`src/shared/fdh_map.vh`:
```
// Purpose: register map, field positions and codes for the link frame receiver
// Assumes: register indices are multiplied by four to form AHB byte addresses
// Notes: the register indices, field positions, codes and link constants the design files share live here
`ifndef FDH_MAP_VH
`define FDH_MAP_VH

`define FDH_IDX_CFG 8'h38
`define FDH_IDX_IRQ 8'h39
`define FDH_IDX_STAT 8'h3A
`define FDH_IDX_DATA 8'h3B

`define FDH_CFG_EN 0
`define FDH_CFG_TR 1
`define FDH_IRQ_INT 0
`define FDH_IRQ_SEL_LO 1
`define FDH_IRQ_SEL_HI 2

`define FDH_ENT_W 14
`define FDH_ENT_EOM 13
`define FDH_ENT_FLG 12
`define FDH_ENT_CRC 11
`define FDH_NVB_RST 3'h7
`define FDH_STAT_RST 6'h07

`define FDH_FIFO_AW 2
`define FDH_ONES_FLAG 3'h6
`define FDH_ONES_STUFF 3'h5
`define FDH_ONES_MAX 3'h7
`define FDH_DLY_FULL 3'h7

`define FDH_CRC_INIT 16'hFFFF
`define FDH_CRC_POLY 16'h8408
`define FDH_CRC_GOOD 16'hF0B8

`endif

```
`src/design/fdh_crc16.v`:
```
// Purpose: bit-serial frame check accumulator, first bit in at the low end
// Assumes: one bit per strobe, init dominates a strobe
// Notes: a good frame leaves the fixed residue in the register
`include "fdh_map.vh"
`timescale 1ns/1ps
module fdh_crc16 (
	input wire clock_in,
	input wire rst_in,
	input wire init_in,
	input wire bit_stb_in,
	input wire bit_in,
	output wire [15:0] crc_out
);
reg [15:0] crc_q;
wire fb = crc_q[0] ^ bit_in;

always @(posedge clock_in or posedge rst_in) begin
	if (rst_in) begin
		crc_q <= `FDH_CRC_INIT;
	end else if (init_in) begin
		crc_q <= `FDH_CRC_INIT;
	end else if (bit_stb_in) begin
		crc_q <= {1'b0, crc_q[15:1]} ^ (fb ? `FDH_CRC_POLY : 16'h0000);
	end
end

assign crc_out = crc_q;
endmodule

```
`src/design/fdh_entry_fifo.v`:
```
// Purpose: small first-in first-out store of data bytes with their status
// Assumes: writes to a full store are dropped, the caller flags the overrun
// Notes: clear wins over write and read
`timescale 1ns/1ps
module fdh_entry_fifo #(
	parameter WIDTH = 14,
	parameter AW = 2
) (
	input wire clock_in,
	input wire rst_in,
	input wire clear_in,
	input wire wr_in,
	input wire [WIDTH-1:0] wdata_in,
	input wire rd_in,
	output wire [WIDTH-1:0] rdata_out,
	output wire [AW:0] count_out,
	output wire full_out,
	output wire empty_out
);
localparam DEPTH = 1 << AW;
reg [WIDTH-1:0] mem [0:DEPTH-1];
reg [AW-1:0] wp_q;
reg [AW-1:0] rp_q;
reg [AW:0] cnt_q;
wire do_wr = wr_in & ~full_out;
wire do_rd = rd_in & ~empty_out;

always @(posedge clock_in) begin
	if (do_wr) begin
		mem[wp_q] <= wdata_in;
	end
end

always @(posedge clock_in or posedge rst_in) begin
	if (rst_in) begin
		wp_q <= {AW{1'b0}};
		rp_q <= {AW{1'b0}};
		cnt_q <= {(AW+1){1'b0}};
	end else if (clear_in) begin
		wp_q <= {AW{1'b0}};
		rp_q <= {AW{1'b0}};
		cnt_q <= {(AW+1){1'b0}};
	end else begin
		if (do_wr) wp_q <= wp_q + 1'b1;
		if (do_rd) rp_q <= rp_q + 1'b1;
		if (do_wr & ~do_rd) cnt_q <= cnt_q + 1'b1;
		else if (do_rd & ~do_wr) cnt_q <= cnt_q - 1'b1;
	end
end

assign rdata_out = mem[rp_q];
assign count_out = cnt_q;
assign full_out = (cnt_q == DEPTH[AW:0]);
assign empty_out = (cnt_q == {(AW+1){1'b0}});
endmodule

```
`src/design/fdh_link_frame_receiver.v`:
```
// Purpose: serial data-link frame receiver with byte store, status and interrupt
// Assumes: rx_bit_stb_in pulses one cycle per link bit, pulses at least 2 cycles apart
// Notes: registers sit at byte address 4 x index on an AHB-Lite slave, one wait state
// Notes on behaviour
// - clearing enable empties store and interrupts, keeps select; enabling hunts flags
// - terminate aborts frame, empties store, clears interrupts, restarts hunt
// - terminate bit clears itself one cycle later and then reads zero
// - first flag after terminate or re-enable raises an interrupt
// - select 00 off, 01 any byte, 10 two bytes, 11 three bytes held
// - status bit follows the output; with select 00 it shows the internal latch
// - end of message, overrun, abort and first flag also interrupt
// - data read emptying store clears latch; overrun irq clears on status read
// - valid count is bits minus one, filled from the top, resets to 111
// - valid count and check error only mean something on a real frame end
// - check error set when the finished frame fails its frame check
// - end of message marks last byte, abort byte, dummy byte, and overrun
// - end of message and flag seen travel with each byte
// - flag seen set by flag, cleared by abort, seven or eight ones, disable
// - store empty high after last read, low on load, resets high
// - read of empty store does not advance; next status read is zero
// - four-entry store, bit 0 is first bit, pointer moves after the read
// - overrun interrupts and holds the store cleared until status read
// - abort interrupts and stores the partly shifted byte
`include "fdh_map.vh"
`timescale 1ns/1ps
module fdh_link_frame_receiver #(
	parameter FIFO_AW = `FDH_FIFO_AW
) (
	input wire clock_in,
	input wire rst_in,
	input wire hsel_in,
	input wire [31:0] haddr_in,
	input wire [1:0] htrans_in,
	input wire hwrite_in,
	input wire [2:0] hsize_in,
	input wire [31:0] hwdata_in,
	input wire hready_in,
	output wire hreadyout_out,
	output wire [31:0] hrdata_out,
	output wire hresp_out,
	input wire rx_bit_in,
	input wire rx_bit_stb_in,
	output wire rx_link_irq_out,
	output wire rx_frame_end_out
);
localparam ST_ONES = 3'b001;
localparam ST_FLAGS = 3'b010;
localparam ST_FRAME = 3'b100;
localparam EW = `FDH_ENT_W;

function [EW-1:0] mk_ent;
	input end_of_message;
	input flag_seen;
	input crc;
	input [2:0] nvb;
	input [7:0] d;
	begin
		mk_ent = {end_of_message, flag_seen, crc, nvb, d};
	end
endfunction

reg en_q;
reg tr_q;
reg [1:0] sel_q;
reg ap_q;
reg ap_wr_q;
reg ap_hit_q;
reg [7:0] ap_idx_q;
reg hready_q;
reg hresp_q;
reg [31:0] hrdata_q;
reg [2:0] st_q;
reg [2:0] ones_q;
reg [6:0] dly_q;
reg [2:0] dcnt_q;
reg [7:0] asm_q;
reg [2:0] n_q;
reg [7:0] pend_q;
reg pend_v_q;
reg tail_q;
reg [EW-1:0] tail_ent_q;
reg flg_q;
reg ovr_q;
reg ovr_irq_q;
reg lat_q;
reg und_q;
reg [5:0] stat_q;
reg irq_q;
reg eom_out_q;

reg fifo_wr;
reg [EW-1:0] fifo_ent;
reg tail_d;
reg [EW-1:0] tail_ent_d;
reg has_f;
reg [EW-1:0] f_ent;
wire [EW-1:0] fifo_head;
wire [FIFO_AW:0] fifo_cnt;
wire fifo_full;
wire fifo_empty;
wire [15:0] crc_val;

// register bus decode, acts in the data phase
wire hit_cfg = ap_q & ap_hit_q & (ap_idx_q == `FDH_IDX_CFG);
wire hit_irq = ap_q & ap_hit_q & (ap_idx_q == `FDH_IDX_IRQ);
wire hit_stat = ap_q & ap_hit_q & (ap_idx_q == `FDH_IDX_STAT);
wire hit_data = ap_q & ap_hit_q & (ap_idx_q == `FDH_IDX_DATA);
wire wr_cfg = hit_cfg & ap_wr_q;
wire wr_irq = hit_irq & ap_wr_q;
wire rd_stat = hit_stat & ~ap_wr_q;
wire rd_data = hit_data & ~ap_wr_q;

wire restart = ~en_q | tr_q;
wire kill = restart | ovr_q;
wire stb = rx_bit_stb_in & ~kill;
wire hunting = (st_q == ST_ONES);
wire is_flag = ~rx_bit_in & (ones_q == `FDH_ONES_FLAG);
wire is_abort = rx_bit_in & (ones_q == `FDH_ONES_FLAG);
wire stuffed = ~rx_bit_in & (ones_q == `FDH_ONES_STUFF);
wire push = stb & ~hunting & ~is_flag & ~is_abort & ~stuffed;
// the last seven pushed bits may be a closing flag, so data lags by seven
wire exit_b = push & (dcnt_q == `FDH_DLY_FULL);
wire [7:0] asm_nx = {dly_q[6], asm_q[7:1]};
wire byte_done = exit_b & (n_q == 3'h7);
wire end_frame = stb & is_flag & (st_q == ST_FRAME);
wire ev_abort = stb & is_abort & ~hunting;
wire ev_first = stb & is_flag & hunting;
wire crc_bad = (crc_val != `FDH_CRC_GOOD);
wire crc_init = kill | (stb & (is_flag | is_abort));
wire fifo_rd = rd_data & ~fifo_empty & ~kill;
wire fill_hit = (sel_q != 2'b00) & (fifo_cnt >= {{(FIFO_AW-1){1'b0}}, sel_q});
wire eom_wr = fifo_wr & fifo_ent[`FDH_ENT_EOM] & ~kill;
// a pop never raises the fill level, so the emptying read can clear the latch
wire lat_set = ev_first | ev_abort | eom_wr | (fill_hit & ~kill & ~fifo_rd);
wire lat_clr = restart | (fifo_rd & (fifo_cnt == {{FIFO_AW{1'b0}}, 1'b1}));
wire ovr_set = fifo_wr & fifo_full & ~kill;
wire int_bit = (sel_q != 2'b00) ? irq_q : (lat_q | ovr_irq_q);
wire eom_view = ovr_q | stat_q[5];
wire [7:0] stat_byte = und_q ? 8'h00 :
	{fifo_empty, ovr_q, ~ovr_q & stat_q[4], eom_view, stat_q[3:0]};

fdh_crc16 u_crc (
	.clock_in(clock_in),
	.rst_in(rst_in),
	.init_in(crc_init),
	.bit_stb_in(exit_b),
	.bit_in(dly_q[6]),
	.crc_out(crc_val)
);

fdh_entry_fifo #(
	.WIDTH(EW),
	.AW(FIFO_AW)
) u_fifo (
	.clock_in(clock_in),
	.rst_in(rst_in),
	.clear_in(kill),
	.wr_in(fifo_wr),
	.wdata_in(fifo_ent),
	.rd_in(fifo_rd),
	.rdata_out(fifo_head),
	.count_out(fifo_cnt),
	.full_out(fifo_full),
	.empty_out(fifo_empty)
);

// choose what enters the byte store this cycle
always @* begin
	fifo_wr = 1'b0;
	fifo_ent = {EW{1'b0}};
	tail_d = 1'b0;
	tail_ent_d = tail_ent_q;
	has_f = ev_abort | (n_q != 3'h0);
	f_ent = mk_ent(1'b1, ~ev_abort, ~ev_abort & crc_bad, n_q - 3'h1, asm_q);
	if (tail_q) begin
		fifo_wr = 1'b1;
		fifo_ent = tail_ent_q;
	end else if (ev_first) begin
		fifo_wr = 1'b1;
		fifo_ent = mk_ent(1'b1, 1'b1, 1'b0, `FDH_NVB_RST, 8'h00);
	end else if (end_frame | ev_abort) begin
		if (pend_v_q & has_f) begin
			fifo_wr = 1'b1;
			fifo_ent = mk_ent(1'b0, flg_q, 1'b0, `FDH_NVB_RST, pend_q);
			tail_d = 1'b1;
			tail_ent_d = f_ent;
		end else if (pend_v_q) begin
			fifo_wr = 1'b1;
			fifo_ent = mk_ent(1'b1, ~ev_abort, ~ev_abort & crc_bad, `FDH_NVB_RST, pend_q);
		end else if (has_f) begin
			fifo_wr = 1'b1;
			fifo_ent = f_ent;
		end
	end else if (byte_done & pend_v_q) begin
		fifo_wr = 1'b1;
		fifo_ent = mk_ent(1'b0, flg_q, 1'b0, `FDH_NVB_RST, pend_q);
	end
end

// serial side: flag hunt, zero removal and byte assembly
always @(posedge clock_in or posedge rst_in) begin
	if (rst_in) begin
		st_q <= ST_ONES;
		ones_q <= 3'h0;
		dly_q <= 7'h00;
		dcnt_q <= 3'h0;
		asm_q <= 8'h00;
		n_q <= 3'h0;
		pend_q <= 8'h00;
		pend_v_q <= 1'b0;
		tail_q <= 1'b0;
		tail_ent_q <= {EW{1'b0}};
		flg_q <= 1'b0;
	end else if (kill) begin
		st_q <= ST_ONES;
		ones_q <= 3'h0;
		dcnt_q <= 3'h0;
		n_q <= 3'h0;
		pend_v_q <= 1'b0;
		tail_q <= 1'b0;
		flg_q <= 1'b0;
	end else begin
		tail_q <= tail_d;
		tail_ent_q <= tail_ent_d;
		if (stb) begin
			if (rx_bit_in) begin
				ones_q <= (ones_q == `FDH_ONES_MAX) ? ones_q : ones_q + 3'h1;
			end else begin
				ones_q <= 3'h0;
			end
			if (is_flag) begin
				flg_q <= 1'b1;
				st_q <= ST_FLAGS;
				dcnt_q <= 3'h0;
				n_q <= 3'h0;
				pend_v_q <= 1'b0;
			end else if (is_abort) begin
				flg_q <= 1'b0;
				st_q <= ST_ONES;
				dcnt_q <= 3'h0;
				n_q <= 3'h0;
				pend_v_q <= 1'b0;
			end else if (push) begin
				dly_q <= {dly_q[5:0], rx_bit_in};
				if (dcnt_q != `FDH_DLY_FULL) begin
					dcnt_q <= dcnt_q + 3'h1;
				end
				if (exit_b) begin
					st_q <= ST_FRAME;
					asm_q <= asm_nx;
					n_q <= n_q + 3'h1;
					if (byte_done) begin
						pend_q <= asm_nx;
						pend_v_q <= 1'b1;
					end
				end
			end
		end
	end
end

// status, overrun and interrupt state
always @(posedge clock_in or posedge rst_in) begin
	if (rst_in) begin
		ovr_q <= 1'b0;
		ovr_irq_q <= 1'b0;
		lat_q <= 1'b0;
		und_q <= 1'b0;
		stat_q <= `FDH_STAT_RST;
		irq_q <= 1'b0;
		eom_out_q <= 1'b0;
	end else begin
		if (ovr_set) begin
			ovr_q <= 1'b1;
		end else if (rd_stat) begin
			ovr_q <= 1'b0;
		end
		if (ovr_set) begin
			ovr_irq_q <= 1'b1;
		end else if (rd_stat | restart) begin
			ovr_irq_q <= 1'b0;
		end
		if (lat_set) begin
			lat_q <= 1'b1;
		end else if (lat_clr) begin
			lat_q <= 1'b0;
		end
		if (rd_data & fifo_empty) begin
			und_q <= 1'b1;
		end else if (rd_stat) begin
			und_q <= 1'b0;
		end
		if (kill) begin
			stat_q <= `FDH_STAT_RST;
		end else if (fifo_rd) begin
			stat_q <= fifo_head[EW-1:8];
		end
		irq_q <= (sel_q != 2'b00) & (lat_q | ovr_irq_q);
		eom_out_q <= eom_view;
	end
end

// AHB-Lite slave: every transfer gets one wait state
always @(posedge clock_in or posedge rst_in) begin
	if (rst_in) begin
		ap_q <= 1'b0;
		ap_wr_q <= 1'b0;
		ap_hit_q <= 1'b0;
		ap_idx_q <= 8'h00;
		hready_q <= 1'b1;
		hresp_q <= 1'b0;
		hrdata_q <= 32'h00000000;
		en_q <= 1'b0;
		tr_q <= 1'b0;
		sel_q <= 2'b00;
	end else begin
		hresp_q <= 1'b0;
		if (hsel_in & htrans_in[1] & hready_in) begin
			ap_q <= 1'b1;
			ap_wr_q <= hwrite_in;
			ap_idx_q <= haddr_in[9:2];
			ap_hit_q <= (haddr_in[31:10] == 22'h000000) & (haddr_in[1:0] == 2'b00);
			hready_q <= 1'b0;
		end else if (ap_q) begin
			ap_q <= 1'b0;
			hready_q <= 1'b1;
		end
		if (wr_cfg) begin
			en_q <= hwdata_in[`FDH_CFG_EN];
		end
		tr_q <= wr_cfg & hwdata_in[`FDH_CFG_TR];
		if (wr_irq) begin
			sel_q <= hwdata_in[`FDH_IRQ_SEL_HI:`FDH_IRQ_SEL_LO];
		end
		if (ap_q & ~ap_wr_q) begin
			if (hit_cfg) begin
				hrdata_q <= {30'h0, tr_q, en_q};
			end else if (hit_irq) begin
				hrdata_q <= {29'h0, sel_q, int_bit};
			end else if (hit_stat) begin
				hrdata_q <= {24'h000000, stat_byte};
			end else if (hit_data) begin
				hrdata_q <= {24'h000000, fifo_empty ? 8'h00 : fifo_head[7:0]};
			end else begin
				hrdata_q <= 32'h00000000;
			end
		end
	end
end

assign hreadyout_out = hready_q;
assign hrdata_out = hrdata_q;
assign hresp_out = hresp_q;
assign rx_link_irq_out = irq_q;
assign rx_frame_end_out = eom_out_q;
endmodule

```
`config.mk`:
```
export PLATFORM = sky130hd
export DESIGN_NAME = fdh_link_frame_receiver
export DESIGN_NICKNAME = d
export VERILOG_FILES = /design/src/design/fdh_crc16.v /design/src/design/fdh_entry_fifo.v /design/src/design/fdh_link_frame_receiver.v
export VERILOG_INCLUDE_DIRS = /design/src /design/src/shared
export SDC_FILE = /design/constraint.sdc
export NUM_CORES = 1
export LEC_CHECK = 0
export BUFFER_PORTS_ARGS = -buffer_cell sky130_fd_sc_hd__buf_2
export CORE_MARGIN = 5
export CORE_UTILIZATION = 50
export CTS_CLUSTER_DIAMETER = 50
export DETAILED_ROUTE_END_ITERATION = 16
export PLACE_DENSITY = 0.77
export SLEW_MARGIN = 20
export SYNTH_ARGS = -nofsm -noshare
export SYNTH_HDL_FRONTEND = slang
export SYNTH_HIERARCHICAL = 1
export SYNTH_SLANG_ARGS = --single-unit
```
`constraint.sdc`:
```
create_clock -name clock_in -period 5.8 [get_ports clock_in]
set_input_delay 0.29 -clock clock_in [delete_from_list [all_inputs] [get_ports clock_in]]
set_output_delay 0.29 -clock clock_in [all_outputs]
set_load 0.01 [all_outputs]
```
==> impl_results.md, run 1 <==
* Placed wire-length estimate at 11.2 mm
* GRT overflow at 0
* TritonCTS clock tree: built
* Post-CTS sizing at 0
* Total track usage at 0.175
* CTS Buf Count at 17
* Highest cell delay on the worst timing path at 0.51 ns
* Site Rows at between 40 and 50
* Primary FF master, synth: dfrtp_1
* Setup TNS Final at 0 ns
* Largest delay share family, worst path: compound AO/OA/AOI/OAI gates
* Vias in the first global route at between 5,000 and 6,000
* Sequential area share after synthesis at 0.554
* Outcome: finished, final reports clean
* Post-Synth Simple-Gate Area at 0.133
* Max-Cap Viols at 0
* Fmax at 0.269 GHz
* Synth Area in XOR/XNOR at 0.0113
* Final Max Slew Viols at 0
* RSZ-0062 raised after global routing: false
* Largest family of logic cells by synthesized area: simple AND/OR/NAND/NOR gates
* Worst path bufs/invs at 3
* 1st-iter DRT viols at 351
* Port Buffers at 53
* Initial antenna violation count at 0
* Clock latency on the worst-skew pair at 0.42 ns
* Worst path required time at 6.16 ns
* Period minus WS final at ~3.7 ns
* Via density at between 5 and 6
* Post-Syn Instances at between 600 and 700
* Fin util at 0.564
* Synth Register Bits at 167
* Core Area at approximately 0.016 sq mm
* Final wirelength at between 15 and 20 mm
* Number of flops mapped to enable cells by yosys at 56
* N_diodes at 0
* Starting density of the core at 0.510
* Asr flop ratio synth at 0.665
* Skew final at 0.0149 ns
* Routability cong. at roughly 0.8
* Most frequent cells in the layout: dfrtp_1, nand2_1, edfxtp_1, buf_2, nor2_1
* Crit end category: register
* Pwr dens at ~260 mW/mm^2
* Max clock buf depth at 2
* Final hold violations at 0
* Data arrival, critical path at ~4 ns
* Synth Area in Compound Gates at 0.117
* Leakage at 3.62 nW
* Fill count at 1,311
* Least-Margin Pin Slew at 0.785 ns
* Fin crit share at 0.640
* Die Area at roughly 0.019 sq mm
* Worst slack at placement at between 2 and 2.5 ns
* Setup violators final at 0
* Layout cells sized above 1 at 0.233
* Maximum number of pins on one net before global-route repair at 89
* Critical path launch point type: register
* Slew headroom at 0.476
* Area leader, netlist: dfrtp_1
* Multi-input gate area at ~0.0032 sq mm
* CTS H-Tree Depth at 4
* DRC viols at 0
* Clock-pin slew on the worst setup and hold paths at about 0.060 ns
* Nets at 819
* Clk sink count at 167
* Die span in y at 137 microns
* Worst setup margin at approximately 2.1 ns
* Most common cell after layout, fill and taps aside: dfrtp_1
* Routed length per placed instance at roughly 17 microns
* Yosys warning total at 6
* CP Cell Sequence: nor3b_4 -> inv_4 -> o311ai_1 -> inv_1 -> ha_1 -> o221a_2 -> inv_1 -> and3_1 -> fa_1 -> nand3b_1 -> a311oi_1 -> o311a_1
* Most used cell, CP: inv_1
* Yosys top cell area share at 0.278
* Synthesized area per cell at roughly 12 sq um
* Slowest cell on crit path: nor3b_4
* 1st-pass router iterations at 5
* Crit path max fanout at 25
* Register Area at approximately 0.0045 sq mm
* First-pass GRT wire length at roughly 26 mm
* Area delta synth->final at 10.5%
* Clk root buf: clkbuf_16
* Total power at between 2 and 2.5 mW
* Synth Area in Adders at 0.0303
* Area contributors post-synth: dfrtp_1, edfxtp_1, dfstp_2
* Die X at roughly 140 microns
* Synth Cell Area at 0.00810 sq mm
* Vias at roughly 5,300
* Mux cell area share after synthesis at 0.0945
* Final ANT Viol Nets at 0
* Worst Path Class, Setup: reg -> reg
* Worst vdd ir at roughly 0.21 mV
* Hold WS at just over 0.1 ns
* Number of distinct library cells after synthesis at 80
* Top Ports at 112
* Worst Hold Class: in -> reg
-- logic make-up after synthesis --
kind of cell / Yosys count
mux: 55
other cells: 1
xor+xnor: 7
simple gates: 215
compound gates: 125
flops: 167
buf+inv: 91
fa+ha+maj: 19
-- synth_stat cells (12+ instances only) --
library cell / instances
a211o_1: 17
a22oi_1: 12
buf_4: 29
dfrtp_1: 90
dfstp_2: 21
edfxtp_1: 56
ha_1: 18
inv_1: 33
mux2_2: 25
mux2i_1: 12
mux4_2: 14
nand2_1: 86
nand3_1: 15
nor2_1: 37
nor2b_1: 20
o21ai_0: 23
o31ai_1: 12
-- layout make-up --
cell class | instances | area share
Sequential cell | 167 | 0.501
Multi-Input combinational cell | 446 | 0.361
Timing Repair Buffer | 56 | 0.0328
Clock inverter | 10 | 0.00908
Clock buffer | 22 | 0.0507
Inverter | 36 | 0.0157
Tap cell | 216 | 0.0302
-- repair_timing --
action,in CTS,in global routing
setup buffers,0,0
hold buffers,1,0
hold endpoints to repair,7,0
-- per-layer routing --
| layer | global-route usage | vias up | part of all wire |
|---|---|---|---|
| li1 | - | 2496 | - |
| met1 | 0.220 | 2679 | 0.42 |
| met2 | 0.304 | 121 | 0.52 |
| met3 | 0.0383 | 19 | 0.043 |
| met4 | 0.0543 | 0 | 0.014 |
| met5 | 0 | - | 0 |
-- registers in the layout, indices dropped and copies added (netlist names), 6 cells and up --
register and cells:
tail_ent_q 14, u_fifo/mem 56, dly_q 7, u_crc/crc_out 16
pend_q 8, hrdata_out 8, ap_idx_q 8, asm_q 8
stat_q 6
-- power by group --
part / leakage [nW] / internal [mW] / switching [mW]
registers: 1.81 / 1.23 / 0.0212
clock network: 0.259 / 0.596 / 0.432
logic: 1.55 / 0.0399 / 0.0509
total: 3.62 / 1.87 / 0.504
-- through the flow --
| step | cell area [sq um] | std cells |
|---|---|---|
| 2_1_floorplan | 8190 | 704 |
| 3_3_place_gp | 8400 | 920 |
| 3_5_place_dp | 8400 | 920 |
| 4_1_cts | 8940 | 953 |
| 5_1_grt | 8950 | 953 |
| 6_report | 8950 | 953 |
-- worst paths after layout --
check | cells past startpoint | slack, ns | start | to
worst max-delay path | 12 | 2.09 | ovr_q | u_fifo/count_out[2]
worst min-delay path | 2 | 0.10 | haddr_in[3] | ap_idx_q[1]
worst max register to register | 12 | 2.09 | ovr_q | u_fifo/count_out[2]
worst min register to register | 2 | 0.47 | dly_q[3] | dly_q[4]
max in group asynchronous | 4 | 4.58 | rst_in | hrdata_out[4]
min in group asynchronous | 3 | 0.40 | rst_in | u_fifo/wp_q[0]
Note: power is estimated with default switching activity, not from simulation.
==> run 2: changes to the inputs <==
==> constraint.sdc (replaced) <==
create_clock -name clock_in -period 3.8 [get_ports clock_in]
set_input_delay 0.19 -clock clock_in [delete_from_list [all_inputs] [get_ports clock_in]]
set_output_delay 0.19 -clock clock_in [all_outputs]
set_load 0.01 [all_outputs]
==> run 2 against run 1 <==
  * Total power increased by 62%
  * Register-to-register slack lost 1.5 ns
  * Wire length increased by 3.3%
  * Flip-flop and latch count stayed put
  * Combinational power is 76% higher
  * Critical endpoint unchanged
  * Largest cell class unchanged
  * Largest power group unchanged
==> impl_results.md, run 2 (synthesized netlist as in run 1, its figures left out) <==
* Outcome: finished, final reports clean
* Final wirelength at ~16 mm
* Routed length per placed instance at around 17 microns
* Critical path launch point type: register
* Path depth of the worst reg2reg path at 13
* DRC viols at 0
* CTS Buf Count at 17
* Fill count at approximately 1,300
* GRT overflow at 0
* Die span in y at about 140 microns
* Clk root buf: clkbuf_16
* Clock latency on the worst-skew pair at 0.42 ns
* CTS H-Tree Depth at 4
* Vias at between 5,000 and 6,000
* Crit path max fanout at 5
* Clk sink count at 167
* Layout cells sized above 1 at 0.240
* Worst hold path endpoint: ap_hit_q
* Site Rows at 46
* Initial antenna violation count at 0
* First-pass GRT wire length at around 27 mm
* Slew headroom at 0.476
* Worst Hold Class: in -> reg
* Setup Fix Bufs, Post-CTS at 0
* Most frequent cells in the layout: dfrtp_1, nand2_1, edfxtp_1, buf_2, nor2_1
* Pwr dens at 418 mW/mm^2
* Min-Delay Path Depth at 4
* Via density at 5.53
* Least-Margin Pin Slew at roughly 0.8 ns
* 1st-iter DRT viols at between 300 and 400
* Setup TNS Final at 0 ns
* Top reg by flops: u_fifo/mem
* Top Ports at 112
* Max-Cap Viols at 0
* 1st-pass router iterations at 5
* N_diodes at 0
* Worst vdd ir at ~0.37 mV
* Most common cell after layout, fill and taps aside: dfrtp_1
* Setup violators final at 0
* Min-Delay Startpoint: haddr_in[19]
* Final Max Slew Viols at 0
* Port Buffers at 53
* Die Area at roughly 0.019 sq mm
* Data arrival, critical path at 3.60 ns
* Worst path required time at 4.17 ns
* Core Area at 0.0159 sq mm
* Total power at 3.85 mW
* Fin crit share at 0.851
* Nets at 840
* Reg2reg setup slack at 0.57 ns
* RSZ-0062 raised after global routing: false
* Fmax at 0.309 GHz
* Routability cong. at 0.817
* Hold buffers post-CTS at 11
* Starting density of the core at 0.510
* Period minus WS final at 3.23 ns
* Worst Path Class, Setup: reg -> reg
* Final ANT Viol Nets at 0
* Crit end category: register
* Placed Instances at a little over 900
* TritonCTS clock tree: built
* Reg-to-Reg End: u_fifo/count_out[2]
* Max clock buf depth at 2
* Clock-pin slew on the worst setup and hold paths at about 0.06 ns
* Post-CTS sizing at 0
* Vias in the first global route at 5,453
* Leakage at ~3.7 nW
* Final std cells w/o fill at between 900 and 1,000
* Total track usage at 0.184
* Area delta synth->final at 13.6%
* Die X at roughly 140 microns
* Skew final at between 0.006 and 0.007 ns
* Final hold violations at 0
* Placed wire-length estimate at 11.5 mm
* FF-to-FF Start: ones_q[0]
* Maximum number of pins on one net before global-route repair at 64
* Max reg flops at 56
-- run 2: changes by cell type in the layout (fill, tap and decap cells not counted), sizes merged --
| cell | delta |
|---|---|
| buf | +11 |
| bufinv | +3 |
| clkbuf | -3 |
| clkinv | -3 |
| dlygate4sd3 | +10 |
| inv | +3 |
-- run 2: critical path, cell delays in order, from the launching register on --
cell	delay, ns
dfrtp_1	0.42
inv_1	0.08
ha_1	0.21
nand4_1	0.21
o311ai_1	0.52
inv_1	0.09
ha_1	0.21
o221a_2	0.31
inv_1	0.07
and3_1	0.17
fa_1	0.26
nand3b_1	0.10
a311oi_1	0.30
o311a_1	0.21
-- run 2: power breakdown --
part / switching, mW / internal [mW]
registers: 0.0234 / 1.88
logic: 0.0897 / 0.0699
clock network: 0.688 / 1.10
total: 0.801 / 3.04
-- run 2: final cells by class --
class | instances | area (sq um) | share of cell area
inverters | 36 | 141 | 0.0154
clock inverters | 13 | 176 | 0.0192
clock buffers | 19 | 433 | 0.0470
well taps | 216 | 270 | 0.0294
repair buffers | 77 | 473 | 0.0514
flip-flops and latches | 167 | 4490 | 0.487
multi-input cells | 446 | 3220 | 0.350
-- run 2: worst max path at each step --
stage / startpoint / endpoint / slack, ns / cells after the start
4_1_cts: ones_q[0] / u_fifo/count_out[2] / 0.60 / 13
5_1_grt: ones_q[0] / u_fifo/count_out[2] / 0.26 / 13
2_1_floorplan: ovr_q / u_fifo/count_out[2] / 0.66 / 13
3_3_place_gp: ovr_q / u_fifo/count_out[2] / 0.78 / 12
6_report: ones_q[0] / u_fifo/count_out[2] / 0.57 / 13
3_5_place_dp: ovr_q / u_fifo/count_out[2] / 0.62 / 12
-- run 2: layer usage --
layer | global-route usage | share of wire | vias up
met1 | 0.237 | 0.41 | 2669
met5 | 0 | 0 | -
li1 | - | - | 2540
met2 | 0.308 | 0.52 | 152
met3 | 0.0413 | 0.053 | 28
met4 | 0.0643 | 0.015 | 0
-- run 2: stage by stage --
stage,hold WS (ns),util,setup slack (ns),cell area [sq um]
after floorplan,-0.00660,-,0.657,8190
after global placement,0.189,0.534,0.780,8480
after detailed placement,0.210,0.534,0.618,8480
after CTS,0.00557,0.579,0.601,9200
after global routing,0.0152,0.579,0.263,9200
final,0.0204,0.579,0.566,9200
